### src/rtl/pdkc_pkg.sv
// Constants, carrier types and states for the pulse dialler control block.
// Assumes a 25 MHz system clock and an AXI4-Lite register master.
package pdkc_pkg;

    // AXI4-Lite carriers
    typedef struct packed {
        logic [7:0]  awaddr;
        logic        awvalid;
        logic [31:0] wdata;
        logic [3:0]  wstrb;
        logic        wvalid;
        logic        bready;
        logic [7:0]  araddr;
        logic        arvalid;
        logic        rready;
    } pdkc_axi_req_t;

    typedef struct packed {
        logic        awready;
        logic        wready;
        logic [1:0]  bresp;
        logic        bvalid;
        logic        arready;
        logic [31:0] rdata;
        logic [1:0]  rresp;
        logic        rvalid;
    } pdkc_axi_rsp_t;

    localparam logic [1:0] RESP_OKAY   = 2'h0;
    localparam logic [1:0] RESP_SLVERR = 2'h2;

    // Register map
    localparam logic [7:0] REG_CTRL   = 8'h00;
    localparam logic [7:0] REG_STATUS = 8'h04;

    localparam int CTRL_MS_BIT  = 0;
    localparam int CTRL_RS0_BIT = 1;
    localparam int CTRL_RS1_BIT = 2;
    localparam logic [2:0] CTRL_RESET = 3'h1;

    localparam int ST_HOOK_BIT    = 0;
    localparam int ST_STANDBY_BIT = 1;
    localparam int ST_MUTE_BIT    = 2;
    localparam int ST_LINE_BIT    = 3;
    localparam int ST_PAUSE_BIT   = 4;
    localparam int ST_EXTHOLD_BIT = 5;
    localparam int ST_FSM_LSB     = 8;
    localparam int ST_WR_LSB      = 16;
    localparam int ST_RD_LSB      = 24;

    // Redial memory
    localparam int MEM_DEPTH = 23;
    localparam int PTR_W     = 5;

    // Key codes, index = row * 3 + column, one nibble each
    localparam logic [47:0] KEY_MAP    = 48'hCAB987654321;
    localparam logic [3:0]  KEY_PAUSE  = 4'hB;
    localparam logic [3:0]  KEY_REDIAL = 4'hC;

    // Timebase
    localparam int MCLK_PERIOD_NS = 40;
    localparam int TICK_PERIOD_NS = 72464;
    localparam int TICK_DIV_DEF   = TICK_PERIOD_NS / MCLK_PERIOD_NS;

    // One dial pulse period is 15 slots
    localparam logic [4:0] PERIOD_SLOTS  = 5'h0F;
    localparam logic [4:0] MARK_SLOTS_32 = 5'h09;
    localparam logic [4:0] MARK_SLOTS_21 = 5'h0A;
    localparam logic [4:0] BRK_SLOTS     = 5'h18;

    // Slot length in ticks per rate
    localparam logic [6:0] SLOT_10PPS  = 7'h5C;
    localparam logic [6:0] SLOT_20PPS  = 7'h2E;
    localparam logic [6:0] SLOT_16PPS  = 7'h39;
    localparam logic [6:0] TEST_FACTOR = 7'h5C;
    localparam logic [6:0] SLOT_TEST   = 7'(SLOT_10PPS / TEST_FACTOR);

    // Keypad debounce in ticks
    localparam logic [2:0] KEY_CLOSE_TICKS = 3'h4;
    localparam logic [2:0] KEY_OPEN_TICKS  = 3'h3;

    // Mute prepulse after wake-up, in ticks
    localparam logic [4:0] PRE_DELAY_TICKS = 5'h0A;
    localparam logic [4:0] PRE_WIDTH_TICKS = 5'h0A;

    // Inter-digit pause and access pause tap, in slots
    localparam int IDP_SLOTS_DEF = 120;
    localparam int TAP_SLOTS_DEF = 465;
    localparam int CNT_W         = 10;

    typedef enum logic [2:0] {
        ST_IDLE,
        ST_IDP,
        ST_MARK,
        ST_SPACE,
        ST_PAUSE
    } pdkc_state_t;

endpackage

### src/rtl/pdkc_top.sv
// Pulse dialler control: hook filter, keypad debounce, redial memory,
// pulse generation and access pause, with an AXI4-Lite register slave.
// Assumes all pins synchronous to mclk; pause hold is an open pin.
//
// Operation
// - Mark-to-space 3:2 with ratio bit high, else 2:1.
// - Standby holds all in reset but the write pointer, memory and register slave.
// - Standby ignores keys, keeps stored digits.
// - Hook high runs timebase, releases logic, takes keys.
// - Hook low past break filter time resets into standby.
// - Shorter hook lows are ignored.
// - Valid key: one column high, one row low.
// - Key stored as 4-bit code after four closed ticks.
// - Next key refused until open three ticks.
// - Memory holds up to 23 digits.
// - Pause code drives pause hold high, stops dialling.
// - External hold stops after digit, or at once in gap.
// - Rate set by the two rate-select bits.
// - Break filter time is 1.6 dial pulse periods.
// - Rate select 0 high, 1 low: test mode, 92x rate.
// - Mute high once a key is stored.
// - Pulse digits, bump read pointer until pointers equal.
//
// The register offsets and the AXI4-Lite interface to the registers are this design's own decisions.
`timescale 1ns/1ps
module pdkc_top #(
    parameter int TICK_DIV  = pdkc_pkg::TICK_DIV_DEF,
    parameter int IDP_SLOTS = pdkc_pkg::IDP_SLOTS_DEF,
    parameter int TAP_SLOTS = pdkc_pkg::TAP_SLOTS_DEF
) (
    input  wire logic                    mclk,
    input  wire logic                    nrst,
    input  wire pdkc_pkg::pdkc_axi_req_t axi_req,
    output      pdkc_pkg::pdkc_axi_rsp_t axi_rsp,
    input  wire logic                    hook_en,
    input  wire logic [2:0]              column_in,
    input  wire logic [3:0]              row_in,
    input  wire logic                    pause_hold_in,
    output      logic                    pause_hold_out,
    output      logic                    pause_hold_oe,
    output      logic                    line_pulse_out,
    output      logic                    mute_out
);
    import pdkc_pkg::*;

    localparam int TW = $clog2(TICK_DIV);

    logic [2:0]       ctrl_q;
    logic             awgot_q;
    logic             wgot_q;
    logic [7:0]       awaddr_q;
    logic [31:0]      wdata_q;
    logic [3:0]       wstrb_q;
    logic             awready_q;
    logic             wready_q;
    logic             bvalid_q;
    logic [1:0]       bresp_q;
    logic             arready_q;
    logic             rvalid_q;
    logic [31:0]      rdata_q;
    logic [1:0]       rresp_q;
    logic [31:0]      status;
    logic             standby_q;
    logic [4:0]       brk_cnt_q;
    logic [TW-1:0]    tick_cnt_q;
    logic             tick;
    logic [6:0]       slot_len;
    logic [6:0]       slot_cnt_q;
    logic             slot;
    logic             key_valid;
    logic             key_open;
    logic [1:0]       key_row;
    logic [1:0]       key_col;
    logic [3:0]       key_idx;
    logic [3:0]       key_code;
    logic [2:0]       kb_cnt_q;
    logic [3:0]       kb_code_q;
    logic             kb_armed_q;
    logic             key_stb_q;
    logic [3:0]       key_code_q;
    logic             fresh_q;
    logic             store_ok;
    logic [PTR_W-1:0] wr_q;
    logic [PTR_W-1:0] rd_q;
    logic [PTR_W-1:0] rd_next;
    logic [3:0]       mem_q [MEM_DEPTH];
    logic [3:0]       rd_code;
    pdkc_state_t      state_q;
    logic [CNT_W-1:0] cnt_q;
    logic [3:0]       pulses_q;
    logic [4:0]       mark_slots;
    logic [4:0]       space_slots;
    logic             ext_hold;
    logic             dial_mute_q;
    logic             line_q;
    logic             pause_q;
    logic [4:0]       pre_cnt_q;
    logic             pre_q;
    logic             last_digit;

    // Bus slave: write side
    always_ff @(posedge mclk or negedge nrst) begin
        if (!nrst) begin
            awgot_q   <= 1'b0;
            wgot_q    <= 1'b0;
            awaddr_q  <= 8'h00;
            wdata_q   <= 32'h0000_0000;
            wstrb_q   <= 4'h0;
            awready_q <= 1'b0;
            wready_q  <= 1'b0;
            bvalid_q  <= 1'b0;
            bresp_q   <= RESP_OKAY;
            ctrl_q    <= CTRL_RESET;
        end else begin
            awready_q <= !awgot_q && !bvalid_q
                         && !(axi_req.awvalid && awready_q);
            wready_q  <= !wgot_q && !bvalid_q
                         && !(axi_req.wvalid && wready_q);
            if (axi_req.awvalid && awready_q) begin
                awgot_q  <= 1'b1;
                awaddr_q <= axi_req.awaddr;
            end
            if (axi_req.wvalid && wready_q) begin
                wgot_q  <= 1'b1;
                wdata_q <= axi_req.wdata;
                wstrb_q <= axi_req.wstrb;
            end
            if (awgot_q && wgot_q && !bvalid_q) begin
                awgot_q  <= 1'b0;
                wgot_q   <= 1'b0;
                bvalid_q <= 1'b1;
                bresp_q <= (awaddr_q == REG_CTRL || awaddr_q == REG_STATUS)
                           ? RESP_OKAY : RESP_SLVERR;
                if (awaddr_q == REG_CTRL && wstrb_q[0]) begin
                    ctrl_q <= wdata_q[2:0];
                end
            end else if (bvalid_q && axi_req.bready) begin
                bvalid_q <= 1'b0;
            end
        end
    end

    always_comb begin
        status = 32'h0000_0000;
        status[ST_HOOK_BIT]    = hook_en;
        status[ST_STANDBY_BIT] = standby_q;
        status[ST_MUTE_BIT]    = mute_out;
        status[ST_LINE_BIT]    = line_q;
        status[ST_PAUSE_BIT]   = pause_q;
        status[ST_EXTHOLD_BIT] = ext_hold;
        status[ST_FSM_LSB +: 3]   = state_q;
        status[ST_WR_LSB +: PTR_W] = wr_q;
        status[ST_RD_LSB +: PTR_W] = rd_q;
    end

    // Bus slave: read side
    always_ff @(posedge mclk or negedge nrst) begin
        if (!nrst) begin
            arready_q <= 1'b0;
            rvalid_q  <= 1'b0;
            rdata_q   <= 32'h0000_0000;
            rresp_q   <= RESP_OKAY;
        end else begin
            arready_q <= !rvalid_q && !(axi_req.arvalid && arready_q);
            if (axi_req.arvalid && arready_q) begin
                rvalid_q <= 1'b1;
                rresp_q  <= RESP_OKAY;
                if (axi_req.araddr == REG_CTRL) begin
                    rdata_q <= {29'h0000_0000, ctrl_q};
                end else if (axi_req.araddr == REG_STATUS) begin
                    rdata_q <= status;
                end else begin
                    rdata_q <= 32'h0000_0000;
                    rresp_q <= RESP_SLVERR;
                end
            end else if (rvalid_q && axi_req.rready) begin
                rvalid_q <= 1'b0;
            end
        end
    end

    assign axi_rsp = '{awready: awready_q, wready: wready_q,
                       bresp: bresp_q, bvalid: bvalid_q,
                       arready: arready_q, rdata: rdata_q,
                       rresp: rresp_q, rvalid: rvalid_q};

    // Hook filter; standby acts as the internal reset
    always_ff @(posedge mclk or negedge nrst) begin
        if (!nrst) begin
            standby_q <= 1'b1;
            brk_cnt_q <= 5'h00;
        end else if (hook_en) begin
            standby_q <= 1'b0;
            brk_cnt_q <= 5'h00;
        end else if (!standby_q && slot) begin
            if (brk_cnt_q == BRK_SLOTS - 5'h01) begin
                standby_q <= 1'b1;
                brk_cnt_q <= 5'h00;
            end else begin
                brk_cnt_q <= brk_cnt_q + 5'h01;
            end
        end
    end

    // Rate selection
    always_comb begin
        if (ctrl_q[CTRL_RS1_BIT] && ctrl_q[CTRL_RS0_BIT]) begin
            slot_len = SLOT_16PPS;
        end else if (ctrl_q[CTRL_RS1_BIT]) begin
            slot_len = SLOT_20PPS;
        end else if (ctrl_q[CTRL_RS0_BIT]) begin
            slot_len = SLOT_TEST;
        end else begin
            slot_len = SLOT_10PPS;
        end
    end

    // Timebase, stopped in standby
    always_ff @(posedge mclk or negedge nrst) begin
        if (!nrst) begin
            tick_cnt_q <= '0;
            slot_cnt_q <= 7'h00;
        end else if (standby_q) begin
            tick_cnt_q <= '0;
            slot_cnt_q <= 7'h00;
        end else begin
            tick_cnt_q <= tick ? '0 : tick_cnt_q + TW'(1);
            if (slot) begin
                slot_cnt_q <= 7'h00;
            end else if (tick) begin
                slot_cnt_q <= slot_cnt_q + 7'h01;
            end
        end
    end

    assign tick = (tick_cnt_q == TW'(TICK_DIV - 1));
    assign slot = tick && (slot_cnt_q >= slot_len - 7'h01);

    // Keypad decode
    always_comb begin
        key_row = 2'h0;
        key_col = 2'h0;
        for (int i = 0; i < 4; i++) begin
            if (!row_in[i]) begin
                key_row = 2'(i);
            end
        end
        for (int j = 0; j < 3; j++) begin
            if (column_in[j]) begin
                key_col = 2'(j);
            end
        end
    end

    assign key_valid = $onehot(column_in) && $onehot(~row_in);
    assign key_open  = (column_in == 3'h0) && (&row_in);
    assign key_idx   = 4'({2'h0, key_row} * 4'h3) + {2'h0, key_col};
    assign key_code  = KEY_MAP[{key_idx, 2'h0} +: 4];

    // Debounce on both edges
    always_ff @(posedge mclk or negedge nrst) begin
        if (!nrst) begin
            kb_cnt_q   <= 3'h0;
            kb_code_q  <= 4'h0;
            kb_armed_q <= 1'b1;
            key_stb_q  <= 1'b0;
            key_code_q <= 4'h0;
        end else if (standby_q || !hook_en) begin
            kb_cnt_q   <= 3'h0;
            kb_code_q  <= 4'h0;
            kb_armed_q <= 1'b1;
            key_stb_q  <= 1'b0;
        end else begin
            key_stb_q <= 1'b0;
            if (tick && kb_armed_q) begin
                if (key_valid && key_code == kb_code_q
                    && kb_cnt_q != 3'h0) begin
                    if (kb_cnt_q == KEY_CLOSE_TICKS - 3'h1) begin
                        key_stb_q  <= 1'b1;
                        key_code_q <= kb_code_q;
                        kb_armed_q <= 1'b0;
                        kb_cnt_q   <= 3'h0;
                    end else begin
                        kb_cnt_q <= kb_cnt_q + 3'h1;
                    end
                end else if (key_valid) begin
                    kb_code_q <= key_code;
                    kb_cnt_q  <= 3'h1;
                end else begin
                    kb_cnt_q <= 3'h0;
                end
            end else if (tick) begin
                if (!key_open) begin
                    kb_cnt_q <= 3'h0;
                end else if (kb_cnt_q == KEY_OPEN_TICKS - 3'h1) begin
                    kb_armed_q <= 1'b1;
                    kb_cnt_q   <= 3'h0;
                end else begin
                    kb_cnt_q <= kb_cnt_q + 3'h1;
                end
            end
        end
    end

    // Redial memory and write pointer, untouched by standby
    assign store_ok = key_stb_q && key_code_q != KEY_REDIAL
                      && (fresh_q || wr_q != PTR_W'(MEM_DEPTH));

    always_ff @(posedge mclk or negedge nrst) begin
        if (!nrst) begin
            wr_q <= '0;
        end else if (store_ok) begin
            wr_q <= fresh_q ? PTR_W'(1) : wr_q + PTR_W'(1);
        end
    end

    always_ff @(posedge mclk) begin
        if (store_ok) begin
            mem_q[fresh_q ? '0 : wr_q] <= key_code_q;
        end
    end

    // First key after standby starts a new number or a redial
    always_ff @(posedge mclk or negedge nrst) begin
        if (!nrst) begin
            fresh_q <= 1'b1;
        end else if (standby_q) begin
            fresh_q <= 1'b1;
        end else if (key_stb_q) begin
            fresh_q <= 1'b0;
        end
    end

    assign rd_code     = mem_q[rd_q];
    assign rd_next     = rd_q + PTR_W'(1);
    assign last_digit  = (rd_next == wr_q);
    assign ext_hold    = pause_hold_in && !pause_q && !pause_hold_oe;
    assign mark_slots  = ctrl_q[CTRL_MS_BIT] ? MARK_SLOTS_32 
                                             : MARK_SLOTS_21;
    assign space_slots = PERIOD_SLOTS - mark_slots;

    // Dialling sequencer
    always_ff @(posedge mclk or negedge nrst) begin
        if (!nrst) begin
            state_q     <= ST_IDLE;
            rd_q        <= '0;
            cnt_q       <= '0;
            pulses_q    <= 4'h0;
            dial_mute_q <= 1'b0;
            line_q      <= 1'b0;
            pause_q     <= 1'b0;
        end else if (standby_q) begin
            state_q     <= ST_IDLE;
            rd_q        <= '0;
            cnt_q       <= '0;
            pulses_q    <= 4'h0;
            dial_mute_q <= 1'b0;
            line_q      <= 1'b0;
            pause_q     <= 1'b0;
        end else begin
            case (state_q)
                ST_IDLE: begin
                    if (!fresh_q && rd_q != wr_q) begin
                        dial_mute_q <= 1'b1;
                        cnt_q       <= '0;
                        state_q     <= ST_IDP;
                    end
                end
                ST_IDP: begin
                    if (slot && !ext_hold) begin
                        if (cnt_q == CNT_W'(IDP_SLOTS - 1)) begin
                            cnt_q <= '0;
                            if (rd_code == KEY_PAUSE) begin
                                pause_q <= 1'b1;
                                state_q <= ST_PAUSE;
                            end else begin
                                pulses_q <= rd_code;
                                line_q   <= 1'b1;
                                state_q  <= ST_MARK;
                            end
                        end else begin
                            cnt_q <= cnt_q + CNT_W'(1);
                        end
                    end
                end
                ST_MARK: begin
                    if (slot) begin
                        if (cnt_q == CNT_W'(mark_slots - 5'h01)) begin
                            cnt_q   <= '0;
                            line_q  <= 1'b0;
                            state_q <= ST_SPACE;
                        end else begin
                            cnt_q <= cnt_q + CNT_W'(1);
                        end
                    end
                end
                ST_SPACE: begin
                    if (slot) begin
                        if (cnt_q == CNT_W'(space_slots - 5'h01)) begin
                            cnt_q <= '0;
                            if (pulses_q == 4'h1) begin
                                rd_q        <= rd_next;
                                dial_mute_q <= !last_digit;
                                state_q     <= last_digit ? ST_IDLE : ST_IDP;
                            end else begin
                                pulses_q <= pulses_q - 4'h1;
                                line_q   <= 1'b1;
                                state_q  <= ST_MARK;
                            end
                        end else begin
                            cnt_q <= cnt_q + CNT_W'(1);
                        end
                    end
                end
                ST_PAUSE: begin
                    // Ends on tap, any key, or pin forced low once driven
                    if (key_stb_q || (pause_hold_oe && !pause_hold_in)
                        || (slot && cnt_q == CNT_W'(TAP_SLOTS - 1))) begin
                        pause_q     <= 1'b0;
                        cnt_q       <= '0;
                        rd_q        <= rd_next;
                        dial_mute_q <= !last_digit;
                        state_q     <= last_digit ? ST_IDLE : ST_IDP;
                    end else if (slot) begin
                        cnt_q <= cnt_q + CNT_W'(1);
                    end
                end
                default: begin
                    state_q <= ST_IDLE;
                end
            endcase
        end
    end

    // Mute prepulse after wake-up
    always_ff @(posedge mclk or negedge nrst) begin
        if (!nrst) begin
            pre_cnt_q <= 5'h00;
            pre_q     <= 1'b0;
        end else if (standby_q) begin
            pre_cnt_q <= 5'h00;
            pre_q     <= 1'b0;
        end else if (tick && pre_cnt_q != 5'h1F) begin
            if (pre_cnt_q == PRE_DELAY_TICKS - 5'h01) begin
                pre_q <= 1'b1;
            end else if (pre_cnt_q == PRE_DELAY_TICKS
                         + PRE_WIDTH_TICKS - 5'h01) begin
                pre_q <= 1'b0;
            end
            pre_cnt_q <= pre_cnt_q + 5'h01;
        end
    end

    // Output flops
    always_ff @(posedge mclk or negedge nrst) begin
        if (!nrst) begin
            mute_out       <= 1'b0;
            line_pulse_out <= 1'b0;
            pause_hold_out <= 1'b0;
            pause_hold_oe  <= 1'b0;
        end else begin
            mute_out       <= dial_mute_q || pre_q;
            line_pulse_out <= line_q;
            pause_hold_out <= pause_q;
            pause_hold_oe  <= pause_q;
        end
    end

endmodule

### config.mk
export PLATFORM = sky130hd
export DESIGN_NAME = pdkc_top
export DESIGN_NICKNAME = d
export VERILOG_FILES = /design/src/rtl/pdkc_pkg.sv /design/src/rtl/pdkc_top.sv
export SDC_FILE = /design/constraint.sdc
export NUM_CORES = 1
export LEC_CHECK = 0
export BUFFER_PORTS_ARGS = -buffer_cell sky130_fd_sc_hd__buf_2
export CAP_MARGIN = 20
export CORE_MARGIN = 5
export CORE_UTILIZATION = 25
export CTS_CLUSTER_DIAMETER = 60
export CTS_CLUSTER_SIZE = 8
export DETAILED_ROUTE_END_ITERATION = 10
export SLEW_MARGIN = 20
export SYNTH_ARGS = -nofsm -noshare
export SYNTH_HDL_FRONTEND = slang
export SYNTH_SLANG_ARGS = --single-unit
### constraint.sdc
create_clock -name mclk -period 3.4 [get_ports mclk]
set_clock_uncertainty 0.15 [all_clocks]
set_input_delay 0.51 -clock mclk [delete_from_list [all_inputs] [get_ports mclk]]
set_output_delay 0.51 -clock mclk [all_outputs]
set_load 0.005 [all_outputs]
# == Word level (Yosys, flattened, before mapping) ==
# Memories as Yosys holds them, arrays and structs flattened.
# Cells that the tools add are included.
# Widths: inputs -> output; s select.
# classes
n_lt_le_gt_ge,1
addsub,19
shift,1
n_mux,129
eq_ne,42
bitwise_logic,2
n_reduce_logical,91
n_mul,1
# ops
op,count
$mux 10,10
$mux 5,12
$mux 29,2
$mux 1,54
$mux 3,17
$pmux 10 s5,1
$shiftx 48x7->4 const A,1
$mux 4,11
$mux 7,6
$ne 3x3->1 const B,12
$logic_and 1x1->1,30
$reduce_bool 3->1,9
$mux 11,2
$add 5x1->5 const B,4
$eq 10x10->1,2
$reduce_bool 2->1,10
$eq 8x3->1 const B,2
$logic_not 8->1,2
$mux 2,8
$logic_not 1->1,15
$pmux 3 s5,1
$reduce_and 5->1,3
$eq 3x2->1 const B,4
$reduce_and 6->1,2
48 further kinds,66
# word_totals
register_bits,135
out_inout_bits,45
mem_count,1
ramBits,92
# mem_list
memory,depth,word_bits,rd,rd_ports_with_merged_regs,write_ports,line_no,text
mem_q,23,4,1,0,1,pdkc_top.sv:86,logic [3:0] mem_q [MEM_DEPTH];

# == Longest topological paths before layout ==
# Gate-level depths: netlist of the first run.
# logic_depth
depth_word,12
depth_mapped,14

# == Least setup slack after synthesis of the first run ==
# Ideal clock, no wire load.
# synth_timing
path_kind,in2reg
startpoint,in row_in[2]
endpoint,reg key_code_q[0]
path_buffers,0
setup_slack_ns,-0.472
arrival_ns,3.597
required_ns,3.125
stages,12
cell_sequence,inv_1 o21ai_0 fa_1 ha_1 fa_1 a21boi_1 xor2_1 a2111oi_0 and3_1 nand2_1 nor3_2 mux2_2
# synth_between
elab_chain_cells,9
elab_cells_between_ends,14
cone_classes,add/sub (3); mul (1); eq/ne (2); shift (1); mux (2); bitwise (1); reduce/logical (4)
# synth_rtl
item,line_no,text
"start, declared",pdkc_top.sv:37,"input wire logic [3:0] row_in,"
$mux 2 (2 in series),pdkc_top.sv:244,if (!row_in[i]) begin
$mul 2x2->4,pdkc_top.sv:257,"assign key_idx = 4'({2'h0, key_row} * 4'h3) + {2'h0, key_col};"
$add 4x2->4,pdkc_top.sv:257,
$shiftx 48x7->4,pdkc_top.sv:258,"assign key_code = KEY_MAP[{key_idx, 2'h0} +: 4];"
$eq 4x4->1,pdkc_top.sv:276,if (key_valid && key_code == kb_code_q
$logic_and 1x1->1 *,pdkc_top.sv:276,
$logic_and 1x1->1 *,pdkc_top.sv:277,&& kb_cnt_q != 3'h0) begin
$reduce_and 4->1 (no line) *,--,
"end signal, assigned",pdkc_top.sv:280,key_code_q <= kb_code_q;
"end, declared",pdkc_top.sv:80,logic [3:0] key_code_q;
# Mark *: on every way between the ends. The rest lies on a longest branch, timed or not.
# A chain may end at the register's enable or synchronous reset.

# == Final worst setup path of the first run ==
# layout_timing
startpoint,reg ctrl_q[2]
endpoint,reg cnt_q[8]
# layout_between
elab_chain_cells,10
elab_cells_between_ends,17
cone_classes,add/sub (1); order compare (1); eq/ne (4); mux (5); reduce/logical (6)
# layout_rtl
item,line_no,text
"start, declared",pdkc_top.sv:48,logic [2:0] ctrl_q;
"start signal, assigned",pdkc_top.sv:135,ctrl_q <= wdata_q[2:0];
$mux 7 or $logic_and 1x1->1 (tied branches),"pdkc_top.sv:209, pdkc_top.sv:207",
$mux 7 *,pdkc_top.sv:207,if (ctrl_q[CTRL_RS1_BIT] && ctrl_q[CTRL_RS0_BIT]) begin
$sub 7x1->7 *,pdkc_top.sv:237,assign slot = tick && (slot_cnt_q >= slot_len - 7'h01);
$ge 7x7->1 *,pdkc_top.sv:237,
$logic_and 1x1->1 *,pdkc_top.sv:237,
$logic_and 1x1->1,pdkc_top.sv:418,|| (slot && cnt_q == CNT_W'(TAP_SLOTS - 1))) begin
$logic_or 1x1->1,pdkc_top.sv:418,
$mux 10,pdkc_top.sv:417,if (key_stb_q || (pause_hold_oe && !pause_hold_in)
$pmux 10 s5,pdkc_top.sv:361,case (state_q)
$mux 10,pdkc_top.sv:352,end else if (standby_q) begin
"end signal, assigned",pdkc_top.sv:382,cnt_q <= cnt_q + CNT_W'(1);
"end signal, assigned",pdkc_top.sv:411,cnt_q <= cnt_q + CNT_W'(1);
"end signal, assigned",pdkc_top.sv:425,cnt_q <= cnt_q + CNT_W'(1);
"end, declared",pdkc_top.sv:89,logic [CNT_W-1:0] cnt_q;
# Marks and branches as above.

==> out/results.tsv, run 1 <==
stage	metric	value	unit
critical_path	Slowest Stage Delay on Critical Path	0.46	ns
yosys	Mean Syn Cell Area	11.4	sq um
run	max_cap viols	0	
sta	Worst Tran Pin Value	0.802	ns
die	die area	47000	sq um
sta	Achievable Freq	302	MHz
drt	Final ANT Viol Nets	0	
cts	CTS Buf Count	31	
sta	Slew Limit Fails	0	
yosys	XOR/XNOR Fraction of Synth Area	0.0278	
sta	number of hold violations in the final report	0	
global_route	initial antenna violation count	0	
placement	pre-CTS setup slack	-0.317	ns
yosys	synth unique cells	87	
sta	post-route setup slack	0.0873	ns
cts	CTS tree	built	
power	leak pwr	5.10	nW
drt	via count	7439	
power	PD cells	603	nW/um^2
power	Max VDD drop	0.000379	V
yosys	Ys Warns	0	
yosys	mapped cell area	10700	sq um
yosys	simple-gate share of the synthesized area	0.143	
yosys	Seq cells post-synth	212	
drt	DRT Wirelength	24.2	mm
critical_path	CP Class	reg2reg	
cts	Clock H-tree levels	1	
yosys	largest family of logic cells by synthesized area	simple AND/OR/NAND/NOR gates	
worst_hold_path	hold path start	axi_req[16]	
critical_path	CP max FO	5	
yosys	Adder-Cell Fraction of Synth Area	0.0507	
die	die span in y	217	um
final_layout	# diodes	0	
drt	drt wl/cell	15.1	um
die	Die Span X	217	um
yosys	Cells after Synth	936	
cts	Root Buffer	clkbuf_16	
yosys	number of synthesized flops with an enable pin	92	
yosys	Synth Area in Compound Gates	0.112	
sta	fin crit period	3.31	ns
outcome	outcome	finished clean	
final_layout	Net count, final	1147	
drt	DRT Pass-1 Iters	5	
die	Starting Density	0.254	
cts	CTS Buffer Depth	3	
critical_path	Slowest cell on crit path	a311o_2	
sta	RSZ-0062 raised after global routing	false	
die	Core ar.	42100	sq um
worst_hold_path	Worst Hold Class	in2reg	
global_route	pin count of the biggest net entering global routing	54	
sta	Final period util	0.974	
critical_path	most frequent CP cell	ha_1	
critical_path	Critical Path AT	3.66	ns
sta	final hold slack	0.0364	ns
die	Core Rows	75	
placement	GPL Wtd Cong	0.801	
critical_path	WP data required	3.75	ns
final_layout	commonest non-fill, non-tap cell in the layout	dfrtp_1	
final_layout	most frequent cells in the layout	dfrtp_1 (114), nor2_1 (95), edfxtp_1 (92)	
yosys	post-synthesis mux area share	0.0793	
final_layout	Area Overhead vs Synth	19.8	%
global_route	vias in the first global route	7406	
sta	final setup vio count	0	
drt	initial DRC count	459	
yosys	asr flop ratio synth	0.566	
sta	Max-slew headroom	0.464	
power	total design power	0.00773	W
global_route	final global-route overflow total	0	
yosys	top_reg_cell synth	dfrtp_1	
placement	hpwl dp	17.3	mm
global_route	first-pass GRT wire length	39.5	mm
drt	DRC viols	0	
global_route	total track usage	0.101	
critical_path	Worst Setup Start Kind	flip-flop	
placement	I/O Buffers	65	
critical_path	reg2reg start	ctrl_q[2]$_DFFE_PN0P_	
die	IO Count	113	
cts	Clock transition at path regs	0.05	ns
yosys	sequential cell area fraction in the yosys report	0.539	
critical_path	Crit. Startpoint	ctrl_q[2]$_DFFE_PN0P_	
critical_path	crit-path cells	buf_4, ha_1, nor2_1, ha_1, and2_0, a221o_1, a41o_2, a31o_4, a311o_2, o21ai_0, a22o_1	
critical_path	crit end category	flip-flop	
cts	Clock Latency Late Sink	0.57	ns
final_layout	share of layout cells above drive strength 1	0.194	
cts	clk sinks	212	
drt	vias per std cell	4.65	
## Yosys cell counts, types with 13 or more instances
master	count	share of area
nor2b_1	17	0.0099
ha_1	37	0.043
mux2_2	22	0.023
o21ai_0	37	0.017
a21oi_1	30	0.014
a22o_1	22	0.018
inv_1	41	0.014
nand2_1	59	0.021
nor3_1	15	0.0070
clkbuf_1	25	0.0088
nor2_1	95	0.033
mux2i_1	51	0.048
nand4_1	13	0.0076
edfxtp_1	92	0.26
nand3_1	26	0.012
and3_1	13	0.0076
a22oi_1	13	0.0091
dfrtp_1	116	0.27
xor2_1	23	0.019
nand2b_1	13	0.0076
buf_4	24	0.017
## per-stage QoR
step / TNS [ns] / cell area, sq um / util / instances
after global placement: -2.47 / 11800 / 0.280 / 1538
after CTS: 0 / 12800 / 0.304 / 1598
after floorplan: -0.168 / 10800 / - / 950
final: 0 / 12800 / 0.304 / 1600
after detailed placement: -3.02 / 11800 / 0.280 / 1538
after global routing: 0 / 12800 / 0.304 / 1600
## cell type report
class / count / area, sq um
clock buffer: 53 / 858
clock inverter: 3 / 80.1
fill: 4283 / 29300
inverter: 41 / 161
multi-input combinational: 637 / 4540
sequential: 212 / 5770
tap: 539 / 674
timing repair buffer: 115 / 726
## worst paths after layout
kind                       cells past startpoint  slack [ns]                         to
max                                           11        0.09       cnt_q[8]$_DFFE_PN0P_
min                                            2        0.04     wdata_q[0]$_DFFE_PN0P_
max reg2reg                                   11        0.09       cnt_q[8]$_DFFE_PN0P_
min reg2reg                                    0        0.27   line_pulse_out$_DFF_PN0_
max in group asynchronous                      3        1.86      standby_q$_DFFE_PN1P_
min in group asynchronous                      2        0.42  slot_cnt_q[0]$_DFFE_PN0P_
## worst max-delay path: cells and delay by family, from the launching register on
family / cells / cell delay (ns)
buffers and inverters: 1 / 0.17
DFF: 1 / 0.41
adders and majority gates: 2 / 0.44
AOI/OAI and AO/OA: 6 / 1.77
and+or+nand+nor: 2 / 0.31
## cell families after synthesis
kind of cell             Yosys count
other                              1
XOR/XNOR                          34
adder cells (fa/ha/maj)           41
multiplexers                      77
buffers and inverters            102
flip-flops                       212
AND/OR/NAND/NOR                  298
AO/OA/AOI/OAI                    171
## layer usage
metal  track usage  share of wire  vias to the layer above
li1              -              -                     3602
met1         0.143           0.48                     3631
met2         0.158           0.45                      176
met3        0.0190          0.055                       30
met4        0.0276          0.021                        0
met5             0              0                        -
## flip-flops by register name (all words and copies together) (netlist names), 4 cells and up
register and cells:
awaddr_q 8, brk_cnt_q 5, cnt_q 10, kb_code_q 4, key_code_q 4, mem_q 92, pre_cnt_q 5, pulses_q 4
rd_q 5, rdata_q 19, slot_cnt_q 7, tick_cnt_q 11, wr_q 5
## power breakdown
part           internal [W]  switching, W  leakage (nW)
clock               0.00185       0.00110         0.446
combinational      0.000737      0.000916          2.45
sequential          0.00291      0.000229          2.21
## timing repair
item,4_1_cts,5_1_grt
resized for setup,0,2
setup buffers,0,1
endpoints found under the setup margin,0,8
hold endpoints to repair,52,0
hold buffers,4,0
Power figures use the tool's default switching activity.
==> inputs of run 2 (changes only) <==
RECOVER_POWER = 50   (was default)
REMOVE_ABC_BUFFERS = 1   (was default)
==> run 2 against run 1 <==
  * First-iteration DRC count shrank 2.6%
  * Via count is essentially flat
  * Flip-flop and latch count is the same
  * Critical path depth grew 2
  * Worst hold slack lost 0.0083 ns
  * Sequential share of layout area grew 0.27 points
==> out/results.tsv, run 2 (synthesis gave the netlist of run 1 again) <==
stage	metric	value	unit	change
outcome	outcome	finished clean		
worst_hold_path	Worst Hold Class	in2reg		
final_layout	Area Overhead vs Synth	19.1	%	
cts	CTS Buffer Depth	3		unchanged
global_route	pin count of the biggest net entering global routing	53		-1.9%
global_route	initial antenna violation count	0		unchanged
final_layout	max FFs per register	92		unchanged
critical_path	Worst Setup Start Kind	input port		
drt	vias per std cell	4.63		-0.46%
cts	Clock H-tree levels	1		unchanged
power	total design power	0.00753	W	-2.7%
placement	I/O Buffers	65		unchanged
final_layout	commonest non-fill, non-tap cell in the layout	dfrtp_1		
final_layout	FILL cells	4230		-1.2%
sta	number of hold violations in the final report	0		unchanged
power	PD cells	591	nW/um^2	-2.1%
critical_path	crit end category	flip-flop		
placement	GPL Wtd Cong	0.779		-2.8%
global_route	vias in the first global route	7527		+1.6%
cts	CTS Buf Count	30		-3.2%
drt	DRT Wirelength	24.3	mm	+0.53%
critical_path	Critical Path AT	3.55	ns	-0.11 ns
worst_hold_path	Hold Crit Depth	2		unchanged
placement	pre-CTS setup slack	-0.795	ns	-0.478 ns
power	Max VDD drop	0.000329	V	-13%
drt	DRT Pass-1 Iters	5		unchanged
final_layout	Top reg by flops	mem_q		
sta	Worst Tran Pin Value	1.41	ns	+0.607 ns
sta	final setup vio count	0		unchanged
final_layout	share of layout cells above drive strength 1	0.187		-0.00689
drt	via count	7437		-0.027%
critical_path	CP Class	in2reg		
placement	hpwl dp	17.0	mm	-1.7%
die	Starting Density	0.254		unchanged
drt	DRC viols	0		unchanged
sta	Slew Limit Fails	0		unchanged
sta	RSZ-0062 raised after global routing	true		
cts	Post-CTS Setup Inserts	0		unchanged
die	IO Count	113		unchanged
cts	clk sinks	212		unchanged
drt	drt wl/cell	15.1	um	about the same
die	die span in y	217	um	unchanged
final_layout	# diodes	0		unchanged
cts	Root Buffer	clkbuf_16		
global_route	final global-route overflow total	0		unchanged
critical_path	Worst R2R Path Depth	10		-1
die	Die Span X	217	um	unchanged
die	Core ar.	42100	sq um	unchanged
cts	CTS tree	built		
critical_path	WP data required	3.68	ns	-0.07 ns
sta	Max-slew headroom	0.0609		-0.404
final_layout	footprint of the multi-input gates	4510	sq um	-0.83%
global_route	first-pass GRT wire length	39.8	mm	+0.68%
power	leak pwr	5.08	nW	-0.50%
sta	fin crit period	3.28	ns	-0.0361 ns
cts	Clock Latency Late Sink	0.55	ns	-0.02 ns
drt	Final ANT Viol Nets	0		unchanged
cts	Clock transition at path regs	0.05	ns	about the same
critical_path	CP max FO	4		-1
final_layout	Largest regs	mem_q: 92 flops, rdata_q: 19 flops, tick_cnt_q: 11 flops		
sta	Final period util	0.964		-0.0106
final_layout	Net count, final	1153		+0.52%
drt	initial DRC count	447		-2.6%
sta	Achievable Freq	305	MHz	+1.1%
final_layout	most frequent cells in the layout	dfrtp_1 (113), nor2_1 (95), edfxtp_1 (92)		
die	Core Rows	75		unchanged
sta	final hold slack	0.0280	ns	-0.00834 ns
run	max_cap viols	0		unchanged
final_layout	FF/Latch Area	5770	sq um	about the same
global_route	total track usage	0.101		+0.000618
sta	post-route setup slack	0.123	ns	+0.0361 ns
die	die area	47000	sq um	unchanged
## run 2: power by group
part,internal (W),total [W],switching [W]
Combinational,0.000745,0.00167,0.000927
Sequential,0.00291,0.00311,0.000198
Clock,0.00167,0.00275,0.00108
## run 2: timing repair
| item | 4_1_cts | 5_1_grt |
|---|---|---|
| pin swaps | 0 | 1 |
| endpoints found under the setup margin | 11 | 21 |
| endpoints found under the hold margin | 50 | 0 |
| hold buffers | 3 | 0 |
| cloned | 0 | 1 |
| resized for setup | 4 | 5 |
## run 2: final cells by class
cell class                 instances  share of cell area
clock inverter                     1             0.00128
sequential                       212               0.453
inverter                          41              0.0121
clock buffer                      55              0.0671
timing repair buffer             122              0.0600
tap                              539              0.0529
multi-input combinational        637               0.354
## run 2: critical path, stage by stage
cell	delay (ns)
buf_2	0.09
inv_1	0.05
o21ai_2	0.17
fa_1	0.44
ha_1	0.22
fa_1	0.45
a21boi_1	0.22
xor2_1	0.11
a2111oi_2	0.38
and3_1	0.22
nand2_1	0.10
nor3_4	0.21
mux2_2	0.36
## run 2: worst paths after layout
kind	startpoint	to	slack, ns
worst max-delay path	row_in[2]	key_code_q[2]$_DFFE_PN0P_	0.12
worst min-delay path	axi_req[1]	arready_q$_DFF_PN0_	0.03
worst max register to register	ctrl_q[2]$_DFFE_PN0P_	cnt_q[7]$_DFFE_PN0P_	0.13
worst min register to register	line_q$_DFFE_PN0P_	line_pulse_out$_DFF_PN0_	0.26
max in group asynchronous	nrst	cnt_q[7]$_DFFE_PN0P_	0.79
min in group asynchronous	nrst	arready_q$_DFF_PN0_	0.71
## run 2: routing by layer
layer	share of wire	vias to the layer above	track usage
met5	0	-	0
met1	0.46	3654	0.137
met3	0.053	33	0.0192
met2	0.46	159	0.167
li1	-	3591	-
met4	0.020	0	0.0291
## run 2: per-stage QoR
step	instances	TNS (ns)	instance area [sq um]	utilization
after global placement	1547	-7.68	11800	0.281
after CTS	1606	0	12800	0.303
after detailed placement	1547	-8.73	11800	0.281
after global routing	1607	-0.177	12700	0.302
final	1607	0	12700	0.302
after floorplan	889	-4.67	10400	-
